<file path="config.mk">
export PLATFORM = sky130hd
export DESIGN_NAME = ler_core
export DESIGN_NICKNAME = d
export VERILOG_FILES = /design/src/rtl/ler_pkg.sv /design/src/rtl/ler_apb_if.sv /design/src/rtl/ler_apb_regs.sv /design/src/rtl/ler_core.sv
export VERILOG_INCLUDE_DIRS = /design/src /design/src/rtl
export SDC_FILE = /design/constraint.sdc
export NUM_CORES = 1
export LEC_CHECK = 0
export ABC_AREA = 1
export BUFFER_PORTS_ARGS = -buffer_cell sky130_fd_sc_hd__buf_2
export CAP_MARGIN = 20
export CORE_ASPECT_RATIO = 1.1
export CORE_UTILIZATION = 55
export CTS_CLUSTER_DIAMETER = 30
export CTS_CLUSTER_SIZE = 12
export DETAILED_ROUTE_END_ITERATION = 12
export GPL_ROUTABILITY_DRIVEN = 1
export HOLD_SLACK_MARGIN = 0.12
export PLACE_DENSITY_LB_ADDON = 0.25
export REMOVE_ABC_BUFFERS = 1
export SLEW_MARGIN = 15
export SYNTH_ARGS = -nofsm -noshare
export SYNTH_HDL_FRONTEND = slang
export SYNTH_HIERARCHICAL = 1
export SYNTH_SLANG_ARGS = --single-unit
</file>
<file path="constraint.sdc">
create_clock -name ref_clk -period 7 [get_ports ref_clk]
set_clock_uncertainty 0.05 [all_clocks]
set_input_delay 1.4 -clock ref_clk [delete_from_list [all_inputs] [get_ports ref_clk]]
set_output_delay 1.4 -clock ref_clk [all_outputs]
set_load 0.1 [all_outputs]
</file>
<file path="src/rtl/ler_regs.svh">
`ifndef LER_REGS_SVH
`define LER_REGS_SVH
// Summary of operation
// - Self-detected re-establishment condition sends the establishment command.
// - Self-detected or peer re-establishment raises a management error; pending sends also flush, and indicate up unless layer 3 requests in the same cycle.
// - Layer 3 requested re-establishment completes with a link-up confirm.
// - A valid I frame with unexpected send number flags a sequence error, payload dropped.
// - No acknowledge or receive-count advance until the expected I frame arrives.
// - Out-of-sequence I and supervisory frames still get N(R) and poll/final processed.
// - Reject starts recovery; at most one reject exception active at a time.
// - A received reject restarts transmission from the number it carries.
// - Reject exception clears on expected I frame, establishment or disconnect command.
// - Receive number outside acknowledge..send range raises error and re-establishes.
// - Frames failing validity checks are dropped with no effect.
// - Undefined, wrong-length, bad N(R) or oversize frames make a rejection condition.
// - Rejection condition in multiple-frame operation raises error then re-establishes.
// - Rejection condition elsewhere raises error and drops the frame only.
// - Frames longer than twice (maximum information field plus four) plus two octets without flag are dropped.
// - Received frame reject response in multiple-frame operation: error and re-establish.
// - Unsolicited UA raises error; UA final 1 solicited only while awaiting.
// - Unsolicited DM handled per state: ignore, error, establish or re-establish.
// - Unsolicited supervisory responses ignored outside multiple-frame; final 1 errors in established state.
// - UA in established, timer recovery or assigned state reports duplicate identifier.
// - Maximum retransmission count defaults to 3.
// - Timer expiry in recovery polls below the limit, re-establishes at the limit.
// - Sequence numbers count modulo 128, at most 127 outstanding.

// ****************************************
// Timing and parameter defaults
// ****************************************
`define LER_CLK_HZ 20000000
`define LER_ACK_TIMER_MS 1000
`define LER_ACK_TIMER_CYC (`LER_ACK_TIMER_MS * (`LER_CLK_HZ / 1000))
`define LER_MAX_RETX 8'h03
`define LER_MAX_INFO 16'h0104
`define LER_SEQ_MASK 7'h7F
// ****************************************
// Register offsets
// ****************************************
`define LER_OFF_CTRL 12'h000
`define LER_OFF_STAT 12'h004
`define LER_OFF_VARS 12'h008
`define LER_OFF_PARM 12'h00C
`define LER_OFF_CNT 12'h010
// ****************************************
// Reset values
// ****************************************
`define LER_RST_PARM 32'h00000003
`endif

</file>
<file path="src/rtl/ler_pkg.sv">
package ler_pkg;
    // Link states
    typedef enum logic [2:0] {
        LER_ASSIGNED = 3'b000,
        LER_AWAIT_EST = 3'b001,
        LER_AWAIT_REL = 3'b010,
        LER_ESTAB = 3'b011,
        LER_TIMER_REC = 3'b100
    } ler_state_e;
    // Received frame kinds
    typedef enum logic [2:0] {
        LER_FR_I = 3'b000,
        LER_FR_RR = 3'b001,
        LER_FR_RNR = 3'b010,
        LER_FR_REJ = 3'b011,
        LER_FR_UA = 3'b100,
        LER_FR_DM = 3'b101,
        LER_FR_FRMR = 3'b110,
        LER_FR_OTHER = 3'b111
    } ler_frame_e;
    typedef logic [6:0] ler_seq_t;
endpackage

</file>
<file path="src/rtl/ler_apb_if.sv">
interface ler_apb_if;
    logic [11:0] addr;
    logic wr;
    logic rd;
    logic [31:0] wdata;
    logic [31:0] rdata;
    modport slave(input addr, input wr, input rd, input wdata, output rdata);
    modport core(output addr, output wr, output rd, output wdata, input rdata);
endinterface

</file>
<file path="src/rtl/ler_apb_regs.sv">
`include "ler_regs.svh"
module ler_apb_regs (
    // Clock and reset
    input wire logic ref_clk,
    input wire logic sys_rst,
    // Register access
    ler_apb_if.slave bus,
    // Core state in
    input wire logic [31:0] stat_word,
    input wire logic [31:0] vars_word,
    input wire logic [31:0] cnt_word,
    // Control out
    output logic [31:0] ctrl,
    output logic [31:0] parm
);
    // ****************************************
    // Register storage
    // ****************************************
    wire sel_ctrl = bus.addr == `LER_OFF_CTRL;
    wire sel_parm = bus.addr == `LER_OFF_PARM;
    // Writable registers; control self-clears its pulse bits
    always_ff @(posedge ref_clk or posedge sys_rst) begin
        if (sys_rst) begin
            ctrl <= 32'h00000000;
            parm <= `LER_RST_PARM;
        end else begin
            ctrl <= (bus.wr && sel_ctrl) ? bus.wdata : 32'h00000000;
            if (bus.wr && sel_parm) begin
                parm <= {24'h000000, bus.wdata[7:0]};
            end
        end
    end
    // Read mux, unmapped reads as zero
    assign bus.rdata = (bus.addr == `LER_OFF_STAT) ? stat_word :
                       (bus.addr == `LER_OFF_VARS) ? vars_word :
                       (bus.addr == `LER_OFF_PARM) ? parm :
                       (bus.addr == `LER_OFF_CNT) ? cnt_word : 32'h00000000;
endmodule

</file>
<file path="src/rtl/ler_core.sv">
// The address map and the APB register port were decided locally.
`include "ler_regs.svh"
module ler_core #(
    parameter int ACK_TIMER_CYC = `LER_ACK_TIMER_CYC
) (
    // Clock and reset
    input wire logic ref_clk,
    input wire logic sys_rst,
    // APB slave
    input wire logic psel,
    input wire logic penable,
    input wire logic pwrite,
    input wire logic [11:0] paddr,
    input wire logic [31:0] pwdata,
    output logic [31:0] prdata,
    output logic pready,
    output logic pslverr,
    // Received frame, one-cycle strobe
    input wire logic rx_valid,
    input wire logic rx_ok,
    input wire ler_pkg::ler_frame_e rx_kind,
    input wire logic rx_cmd,
    input wire logic rx_pf,
    input wire ler_pkg::ler_seq_t rx_ns,
    input wire ler_pkg::ler_seq_t rx_nr,
    input wire logic rx_len_bad,
    input wire logic [15:0] rx_info_len,
    input wire logic rx_sabme,
    input wire logic rx_disc,
    // Receive octet stream for unbounded frame check
    input wire logic rx_octet,
    input wire logic rx_flag,
    // Layer 3 and transmit side events
    input wire logic link_up_request,
    input wire logic est_done,
    input wire logic tx_iframe,
    // Outputs
    output logic mgmt_error_ind,
    output logic link_up_ind,
    output logic link_up_confirm,
    output logic rx_payload_ind,
    output logic tx_sabme,
    output logic tx_rej,
    output logic tx_poll,
    output logic tx_final,
    output logic retx_start,
    output ler_pkg::ler_seq_t retx_from,
    output logic flush_queues,
    output logic rx_discard
);
    import ler_pkg::*;
    // ****************************************
    // Register file
    // ****************************************
    ler_apb_if rif();
    logic [31:0] ctrl;
    logic [31:0] parm;
    logic [31:0] stat_word;
    logic [31:0] vars_word;
    logic [31:0] cnt_word;
    logic [31:0] rd_q;
    ler_state_e state;
    ler_seq_t vs;
    ler_seq_t va;
    ler_seq_t vr;
    logic rej_exc;
    logic seq_err;
    logic l3_pending;
    logic [7:0] retx_cnt;
    logic [31:0] timer;
    logic timer_run;
    logic [15:0] octet_cnt;
    logic [15:0] err_cnt;
    // Bus decode: single access cycle per transfer
    assign rif.addr = paddr;
    assign rif.wr = psel && penable && pwrite;
    assign rif.rd = psel && !penable && !pwrite;
    assign rif.wdata = pwdata;
    ler_apb_regs u_regs (
        .ref_clk(ref_clk),
        .sys_rst(sys_rst),
        .bus(rif),
        .stat_word(stat_word),
        .vars_word(vars_word),
        .cnt_word(cnt_word),
        .ctrl(ctrl),
        .parm(parm)
    );
    assign stat_word = {24'h000000, l3_pending, seq_err, rej_exc, timer_run, 1'b0, state};
    assign vars_word = {9'h000, vr, 1'b0, va, 1'b0, vs};
    assign cnt_word = {8'h00, retx_cnt, err_cnt};
    // Read data captured in setup, ready in access phase
    always_ff @(posedge ref_clk or posedge sys_rst) begin
        if (sys_rst) begin
            rd_q <= 32'h00000000;
            pready <= 1'b0;
        end else begin
            if (rif.rd) begin
                rd_q <= rif.rdata;
            end
            pready <= psel && !penable;
        end
    end
    assign prdata = rd_q;
    assign pslverr = 1'b0;
    // ****************************************
    // Frame decode
    // ****************************************
    wire ctl_est = ctrl[0];
    wire ctl_rel = ctrl[1];
    wire ctl_set_long = ctrl[2];
    wire [7:0] max_retx = parm[7:0];
    wire mf_mode = (state == LER_ESTAB) || (state == LER_TIMER_REC);
    wire v = rx_valid && rx_ok;
    wire [6:0] nr_off = 7'(rx_nr - va);
    wire [6:0] vs_off = 7'(vs - va);
    wire nr_bad = nr_off > vs_off;
    wire is_i = rx_kind == LER_FR_I;
    wire is_sup = (rx_kind == LER_FR_RR) || (rx_kind == LER_FR_RNR) || (rx_kind == LER_FR_REJ);
    wire has_nr = is_i || is_sup;
    wire frej = v && ((rx_kind == LER_FR_OTHER && !rx_sabme && !rx_disc) || rx_len_bad ||
                (has_nr && mf_mode && nr_bad) || (rx_info_len > `LER_MAX_INFO));
    wire good = v && !frej;
    wire i_in_seq = good && is_i && mf_mode && (rx_ns == vr);
    wire i_out_seq = good && is_i && mf_mode && (rx_ns != vr);
    wire sup_resp = good && is_sup && !rx_cmd;
    wire ua_in = good && rx_kind == LER_FR_UA;
    wire dm_in = good && rx_kind == LER_FR_DM && !rx_cmd;
    wire awaiting = (state == LER_AWAIT_EST) || (state == LER_AWAIT_REL);
    wire ua_err = ua_in && (!rx_pf || !awaiting);
    wire dm_err = dm_in && ((rx_pf && mf_mode) || (!rx_pf && mf_mode));
    wire dm_reest = dm_in && mf_mode && (!rx_pf || state == LER_TIMER_REC);
    wire dm_est = dm_in && !rx_pf && state == LER_ASSIGNED;
    wire sup_err = sup_resp && rx_pf && state == LER_ESTAB;
    wire frmr_in = good && rx_kind == LER_FR_FRMR && mf_mode;
    wire sabme_in = good && rx_sabme;
    wire peer_reest = sabme_in && mf_mode;
    wire t_exp = timer_run && (timer == 32'h00000001);
    wire rec_exp = t_exp && (state == LER_TIMER_REC);
    wire retry_lim = rec_exp && ((retx_cnt + 8'h01) >= max_retx);
    wire ovr_long = rx_octet && !rx_flag &&
                    (octet_cnt >= 16'((`LER_MAX_INFO + 16'h0004) * 2 + 16'h0002));
    wire local_reest = (frej && mf_mode) || frmr_in || dm_reest || retry_lim;
    wire l3_reest = link_up_request && mf_mode;
    wire any_reest = local_reest || peer_reest || l3_reest;
    wire mgmt_evt = local_reest || peer_reest || frej || ua_err || dm_err || sup_err;
    // ****************************************
    // Link state machine
    // ****************************************
    ler_state_e next_state;
    always_comb begin
        next_state = state;
        unique case (state)
            LER_ASSIGNED: begin
                if (dm_est || ctl_est || link_up_request) begin
                    next_state = LER_AWAIT_EST;
                end
            end
            LER_AWAIT_EST: begin
                if (est_done) begin
                    next_state = LER_ESTAB;
                end
            end
            LER_AWAIT_REL: begin
                if (est_done) begin
                    next_state = LER_ASSIGNED;
                end
            end
            LER_ESTAB: begin
                if (any_reest) begin
                    next_state = LER_AWAIT_EST;
                end else if (ctl_rel) begin
                    next_state = LER_AWAIT_REL;
                end else if (t_exp) begin
                    next_state = LER_TIMER_REC;
                end
            end
            LER_TIMER_REC: begin
                if (any_reest) begin
                    next_state = LER_AWAIT_EST;
                end else if (sup_resp && rx_pf) begin
                    next_state = LER_ESTAB;
                end
            end
        endcase
    end
    // State, sequence variables and exception flags
    always_ff @(posedge ref_clk or posedge sys_rst) begin
        if (sys_rst) begin
            state <= LER_ASSIGNED;
            vs <= 7'h00;
            va <= 7'h00;
            vr <= 7'h00;
            rej_exc <= 1'b0;
            seq_err <= 1'b0;
            l3_pending <= 1'b0;
        end else begin
            state <= next_state;
            if (any_reest || sabme_in) begin
                vs <= 7'h00;
                va <= 7'h00;
                vr <= 7'h00;
            end else begin
                if (tx_iframe) begin
                    vs <= 7'(vs + 7'h01);
                end
                if (good && has_nr && mf_mode) begin
                    va <= rx_nr;
                end
                if (i_in_seq) begin
                    vr <= 7'(vr + 7'h01);
                end
            end
            // Reject exception, only one at a time
            if (sabme_in || (good && rx_disc) || i_in_seq) begin
                rej_exc <= 1'b0;
                seq_err <= 1'b0;
            end else if (i_out_seq) begin
                seq_err <= 1'b1;
                rej_exc <= 1'b1;
            end
            if (l3_reest || (link_up_request && state == LER_AWAIT_EST)) begin
                l3_pending <= 1'b1;
            end else if (est_done) begin
                l3_pending <= 1'b0;
            end
        end
    end
    // ****************************************
    // Acknowledgement timer and retries
    // ****************************************
    wire [31:0] t_load = ctl_set_long ? 32'((ACK_TIMER_CYC * 5) / 2) : 32'(ACK_TIMER_CYC);
    always_ff @(posedge ref_clk or posedge sys_rst) begin
        if (sys_rst) begin
            timer <= 32'h00000000;
            timer_run <= 1'b0;
            retx_cnt <= 8'h00;
        end else begin
            if (t_exp && state == LER_ESTAB) begin
                retx_cnt <= 8'h00;
            end else if (rec_exp) begin
                retx_cnt <= 8'(retx_cnt + 8'h01);
            end
            if (any_reest || (t_exp && !retry_lim) || tx_iframe) begin
                timer <= t_load;
                timer_run <= 1'b1;
            end else if (sup_resp && rx_pf && state == LER_TIMER_REC) begin
                timer_run <= 1'b0;
            end else if (timer_run) begin
                timer <= 32'(timer - 32'h00000001);
            end
        end
    end
    // Unbounded frame octet counter
    always_ff @(posedge ref_clk or posedge sys_rst) begin
        if (sys_rst) begin
            octet_cnt <= 16'h0000;
        end else if (rx_flag) begin
            octet_cnt <= 16'h0000;
        end else if (rx_octet && !ovr_long) begin
            octet_cnt <= 16'(octet_cnt + 16'h0001);
        end
    end
    // ****************************************
    // Output events
    // ****************************************
    always_ff @(posedge ref_clk or posedge sys_rst) begin
        if (sys_rst) begin
            mgmt_error_ind <= 1'b0;
            link_up_ind <= 1'b0;
            link_up_confirm <= 1'b0;
            rx_payload_ind <= 1'b0;
            tx_sabme <= 1'b0;
            tx_rej <= 1'b0;
            tx_poll <= 1'b0;
            tx_final <= 1'b0;
            retx_start <= 1'b0;
            retx_from <= 7'h00;
            flush_queues <= 1'b0;
            rx_discard <= 1'b0;
            err_cnt <= 16'h0000;
        end else begin
            mgmt_error_ind <= mgmt_evt;
            link_up_ind <= (local_reest || peer_reest) && !l3_reest && (vs != va);
            link_up_confirm <= est_done && state == LER_AWAIT_EST && l3_pending;
            rx_payload_ind <= i_in_seq;
            tx_sabme <= local_reest || l3_reest || dm_est;
            tx_rej <= i_out_seq && !rej_exc;
            tx_poll <= t_exp && mf_mode && !retry_lim;
            tx_final <= good && has_nr && rx_cmd && rx_pf && mf_mode;
            retx_start <= good && rx_kind == LER_FR_REJ && mf_mode;
            if (good && rx_kind == LER_FR_REJ) begin
                retx_from <= rx_nr;
            end
            flush_queues <= (local_reest || peer_reest) && (vs != va);
            rx_discard <= (rx_valid && !rx_ok) || i_out_seq || frej || ovr_long;
            if (mgmt_evt) begin
                err_cnt <= 16'(err_cnt + 16'h0001);
            end
        end
    end
    // ****************************************
    // Checks
    // ****************************************
    bad_nr_err_a: assert property (@(posedge ref_clk) disable iff (sys_rst)
        (v && has_nr && mf_mode && nr_bad) |=> mgmt_error_ind)
        else $error("bad receive number gave no error");
    reest_sabme_a: assert property (@(posedge ref_clk) disable iff (sys_rst)
        (frej && mf_mode) |=> tx_sabme)
        else $error("rejection in multiple-frame mode did not re-establish");
    norej_out_a: assert property (@(posedge ref_clk) disable iff (sys_rst)
        (frej && !mf_mode && !link_up_request) |=> !tx_sabme && mgmt_error_ind)
        else $error("rejection outside mode mishandled");
    invalid_drop_a: assert property (@(posedge ref_clk) disable iff (sys_rst)
        (rx_valid && !rx_ok && !any_reest && !tx_iframe) |=> $stable(vr) && !mgmt_error_ind)
        else $error("invalid frame caused action");
    seq_hold_a: assert property (@(posedge ref_clk) disable iff (sys_rst)
        i_out_seq |=> $stable(vr) && !rx_payload_ind && rx_discard)
        else $error("out of sequence frame advanced receive count");
    one_rej_a: assert property (@(posedge ref_clk) disable iff (sys_rst)
        (i_out_seq && rej_exc) |=> !tx_rej)
        else $error("second reject sent");
    rej_clear_a: assert property (@(posedge ref_clk) disable iff (sys_rst)
        sabme_in |=> !rej_exc)
        else $error("reject exception not cleared");
    ua_dup_a: assert property (@(posedge ref_clk) disable iff (sys_rst)
        (ua_in && (state == LER_ESTAB || state == LER_ASSIGNED)) |=> mgmt_error_ind)
        else $error("duplicate identifier not reported");
    retry_limit_a: assert property (@(posedge ref_clk) disable iff (sys_rst)
        retry_lim |=> tx_sabme && mgmt_error_ind && !tx_poll)
        else $error("retry limit not handled");
endmodule

</file>
-- Yosys cells after proc, flatten, opt, wreduce, memory -nomap -nowiden
Index checks and enable logic that the tools add are counted.
Widths: inputs -> output; s select.
- reductions and logical operators: 126
- muxes and demuxes: 34
- add/sub/neg operators: 8
- order comparisons: 4
- eq/ne operators: 25
- operators by type and width (kind ; number):
    $mux 32 ; 6
    $logic_and 1x1->1 ; 65
    $mux 7 ; 6
    $logic_or 1x1->1 ; 33
    $add 16x1->16 const B ; 2
    $eq 32x1->1 const B ; 1
    $mux 16 ; 2
    $sub 32x1->32 const B ; 1
    $mux 3 ; 9
    $mux 26 ; 1
    $eq 12x4->1 const B ; 2
    $mux 24 ; 1
    $reduce_bool 2->1 ; 9
    $ge 16x10->1 const B ; 1
    $gt 16x9->1 const B ; 1
    $mux 8 ; 2
    $eq 3x3->1 const B ; 5
    $pmux 3 s5 ; 1
    $add 7x1->7 const B ; 2
    $logic_not 1->1 ; 14
    $ne 7x7->1 ; 2
    $sub 7x7->7 ; 2
    $eq 12x3->1 const B ; 1
    $eq 12x5->1 const B ; 1
    other kinds (15) ; 27
- register bits: 161

-- Longest topological paths before layout
- depth in word-level cells: 23
- gate-level depth with buffers: 31

-- Cells and area by module
The synthesis kept the hierarchy.
- by module, submodules not included (module ; sequential area each (µm²) ; cells each ; instances ; area an instance (µm²)):
    ler_core ; 3753.6 ; 1083 ; 1 ; 8560.7
    ler_apb_regs ; 1003.5 ; 418 ; 1 ; 2745.1

-- Worst setup path after synthesis
No wires, ideal clock.
- path type: input -> register
- start: input rx_nr[0]
- end: register timer[12]
- slack: 2426 ps
- required time: 6834 ps
- arrival time: 4408 ps
- stages: 31
- cells stage by stage: inv_1 ha_1 inv_1 fa_1 a31oi_1 nor2_1 nor2_1 nor2_1 nor2_1 xor2_1 ha_1 nand2_1 inv_1 nand3_1 inv_1 nand2_1 nand2_1 nand2_2 nand2_4 nand2_1 nand2_1 nand2_2 nand4_4 nor2_4 nand2_4 buf_8 nand2_4 buf_6 nand2_1 nand2_1 nand2_1
- longest elaborated chain between the ends: 20
- elaborated cells on any way between the ends: 32
- ends and longest elaborated chain (element ; line ; text):
    start: declaration ; ler_core.sv:25 ; input wire ler_pkg::ler_seq_t rx_nr,
    $sub 7x7->7 (*) ; ler_core.sv:115 ; wire [6:0] nr_off = 7'(rx_nr - va);
    $gt 7x7->1 (*) ; ler_core.sv:117 ; wire nr_bad = nr_off > vs_off;
    $logic_and 1x1->1 (*) ; ler_core.sv:122 ; (has_nr && mf_mode && nr_bad) || (rx_info_len > `LER_MAX_INFO));
    $logic_or 1x1->1 (*) (2 in a row) ; ler_core.sv:121 ; wire frej = v && ((rx_kind == LER_FR_OTHER && !rx_sabme && !rx_disc) || rx_len_bad ||
    $logic_and 1x1->1 (*) ; ler_core.sv:121 ;
    $logic_not 1->1 ; ler_core.sv:123 ; wire good = v && !frej;
    $logic_and 1x1->1 ; ler_core.sv:123 ;
    $logic_and 1x1->1 (2 in a row) ; ler_core.sv:128 ; wire dm_in = good && rx_kind == LER_FR_DM && !rx_cmd;
    $logic_and 1x1->1 (2 in a row) ; ler_core.sv:132 ; wire dm_reest = dm_in && mf_mode && (!rx_pf || state == LER_TIMER_REC);
    $logic_or 1x1->1 (2 in a row) ; ler_core.sv:143 ; wire local_reest = (frej && mf_mode) || frmr_in || dm_reest || retry_lim;
    $logic_or 1x1->1 (2 in a row) ; ler_core.sv:145 ; wire any_reest = local_reest || peer_reest || l3_reest;
    $logic_or 1x1->1 (2 in a row) ; ler_core.sv:244 ; if (any_reest || (t_exp && !retry_lim) || tx_iframe) begin
    $ne 2x2->1 (no line) / $reduce_bool 2->1 (equally long branches) ; - ;
    $reduce_and 2->1 (no line) ; - ;
    end signal: assignment ; ler_core.sv:245 ; timer <= t_load;
    end signal: assignment ; ler_core.sv:250 ; timer <= 32'(timer - 32'h00000001);
    end: declaration ; ler_core.sv:70 ; logic [31:0] timer;
Mark *: on every way between the ends. The rest lies on a longest branch, timed or not.
A chain may end at the register's enable or synchronous reset.

-- Final worst setup path
- start: input rx_nr[0]
- end: register timer[17]
The elaborated chain is that of the path after synthesis.

==> impl_metrics.py <==
metrics = {
    "drt": {
        "drc": 0,
        "routed-via-count": 9260,
        "drtAntennaViolNets": 0,
        "drtIter0Drc": 610,
        "wl_per_cell_um": 13.9,
        "avgViaCountPerCell": 5.16,
        "firstDrtPassIters": 5,
        "drt-total-wl_mm": 25.0,
    },
    "floorplanning": {
        "initial_core_util": 0.568,
        "io-pin-count": 146,
        "coreArea_sq_um": 17900,
        "die_w_um": 132,
        "die_h_um": 145,
        "rows": 51,
        "die-area_sq_um": 19000,
    },
    "worst_setup_path": {
        "reg2reg_slack_ps": 2330,
        "worstSetupEndpointType": "register",
        "cp.required_ps": 7270,
        "cp-start-kind": "input port",
        "cp_max_fo": 14,
        "r2r_cells": 24,
        "criticalPathCategory": "input port to register",
        "worstPathArrival_ps": 5490,
    },
    "timing": {
        "rsz0062_at_grt": "no",
        "setup_viol": 0,
        "slew_violations": 0,
        "worst_slew_pin_slew_ps": 656,
        "setup_tns_ps": 0,
        "setup_ws_ps": 1790,
        "min_period_ps": 5210,
        "final_hold_viol_count": 0,
        "fmaxAchievable_mhz": 192,
        "max_slew_margin": 0.559,
        "fin_crit_sh": 0.745,
    },
    "finish": {
        "final_area_sq_um": 11700,
        "layout_common_cells": "nand2_1, inv_1, nor2_1",
        "diodes": 0,
        "final_nets": 1673,
        "mostFrequentLayoutCell": "nand2_1",
        "syn_to_final_growth_pct": 15.6,
        "multiInputGateArea_sq_um": 5320,
        "fillers": 1600,
        "fin_util": 0.657,
        "drive_gt1_frac": 0.136,
        "ff_latch_area_sq_um": 4030,
        "stdcell_count": 1793,
    },
    "power": {
        "switchingPower_uw": 991,
        "power_frac_seq": 0.392,
        "sw_frac_of_total": 0.352,
        "intPower_mw": 1.82,
        "power.leakage_nw": 6.32,
        "peakVddDrop_mv": 0.167,
        "comb_power_share": 0.263,
        "p_clk_frac": 0.345,
        "power_density_nw_per_um2": 240,
    },
    "clock_tree": {
        "cts.repair_timing.setup_buffer_count": 0,
        "post_cts_resized": 0,
        "clk_pin_slew_worst_paths_ps": 70,
        "cts_buffers": 17,
        "cts.path.max_buffers": 2,
        "clock_latency_ps": 440,
        "cts.sinks": 161,
        "cts_tree": "built",
        "ctsHoldBuffers": 0,
        "cts-htree-levels": 4,
        "root_buffer": "clkbuf_16",
    },
    "grt": {
        "grt.overflow.total": 0,
        "grt_max_degree": 113,
        "track_usage": 0.273,
        "grt_pass1_wl_mm": 41.2,
        "grt_pass1_vias": 8654,
        "antenna_found_initial": 0,
    },
    "synth": {
        "syn-cell-area_sq_um": 10200,
        "syn_inst": 1392,
        "syn_area_per_cell_sq_um": 7.30,
        "yosysWarnings": 6,
    },
    "placed_design": {
        "dpl_cell_area_sq_um": 11100,
        "portBuffers": 120,
        "pre_cts_ws_ps": 1390,
        "gp_congestion": 0.917,
        "dp_hpwl_mm": 17.6,
        "dpl.cell_count": 1759,
    },
    "status": {
        "outcome": "complete, no violations",
    },
    "min_path": {
        "holdPathStages": 2,
        "hp-class": "register to register",
    },
    "flow_run": {
        "cap_violations": 0,
    },
}
==> state kept, by name, summed over array words and instances (netlist names), 3 cells and up <==
| register | cells |
|---|---|
| state | 3 |
| err_cnt | 16 |
| retx_cnt | 8 |
| octet_cnt | 16 |
| vs | 7 |
| timer | 32 |
| vr | 7 |
| prdata | 32 |
| va | 7 |
| u_regs/ctrl | 3 |
| u_regs/parm | 8 |
| retx_from | 7 |
==> area by class of cell <==
cell class                      instances  area share
Clock buffer                           17      0.0363
Timing Repair Buffer                  130      0.0638
Tap cell                              238      0.0254
Clock inverter                         14      0.0154
Multi-Input combinational cell       1039       0.453
Sequential cell                       161       0.344
Inverter                              194      0.0625
==> worst max-delay path, stage by stage <==
cell and delay, ps:
buf_2 100, inv_1 100, ha_1 170, inv_1 60, fa_1 400, a31oi_1 290, nor2_1 80, nor2_1 100
nor2_1 50, nor2_1 110, xor2_1 160, ha_1 260, nand2_1 60, inv_1 50, a21oi_1 190, nand2_1 90
nand2_2 100, nand2_4 80, nor2_8 190, nand4_1 110, nand2_1 460, inv_2 240, nor2_8 290, inv_2 170
nand2_1 110, nand2_1 60
==> path summary, 6_finish.rpt <==
kind | to | from
min | retx_from[2] | retx_from[2]
min in group asynchronous | timer[20] | sys_rst
max | timer[17] | rx_nr[0]
min reg2reg | retx_from[2] | retx_from[2]
max reg2reg | timer[17] | vs[0]
max in group asynchronous | retx_from[5] | sys_rst
==> stage by stage <==
step,hold slack [ps],power (mW)
detailed placement,410,1.85
CTS,427,2.82
floorplan,395,1.67
global placement,411,1.83
finish,426,2.81
global route,449,2.98
==> per-layer routing <==
metal	GRT usage	vias to the layer above	wire length, um
met3	0.0431	39	935
met4	0.106	0	485
met1	0.333	4344	10700
li1	-	4655	-
met2	0.484	222	12800
met5	0	-	0
==> power by group through the flow <==
stage | sequential, mW | clock [mW] | combinational [mW]
floorplan | 1.15 | 0 | 0.520
global placement | 1.12 | 0 | 0.712
detailed placement | 1.12 | 0 | 0.730
CTS | 1.10 | 0.985 | 0.736
global route | 1.11 | 1.03 | 0.839
finish | 1.10 | 0.970 | 0.739
Power figures use the tool's default switching activity.
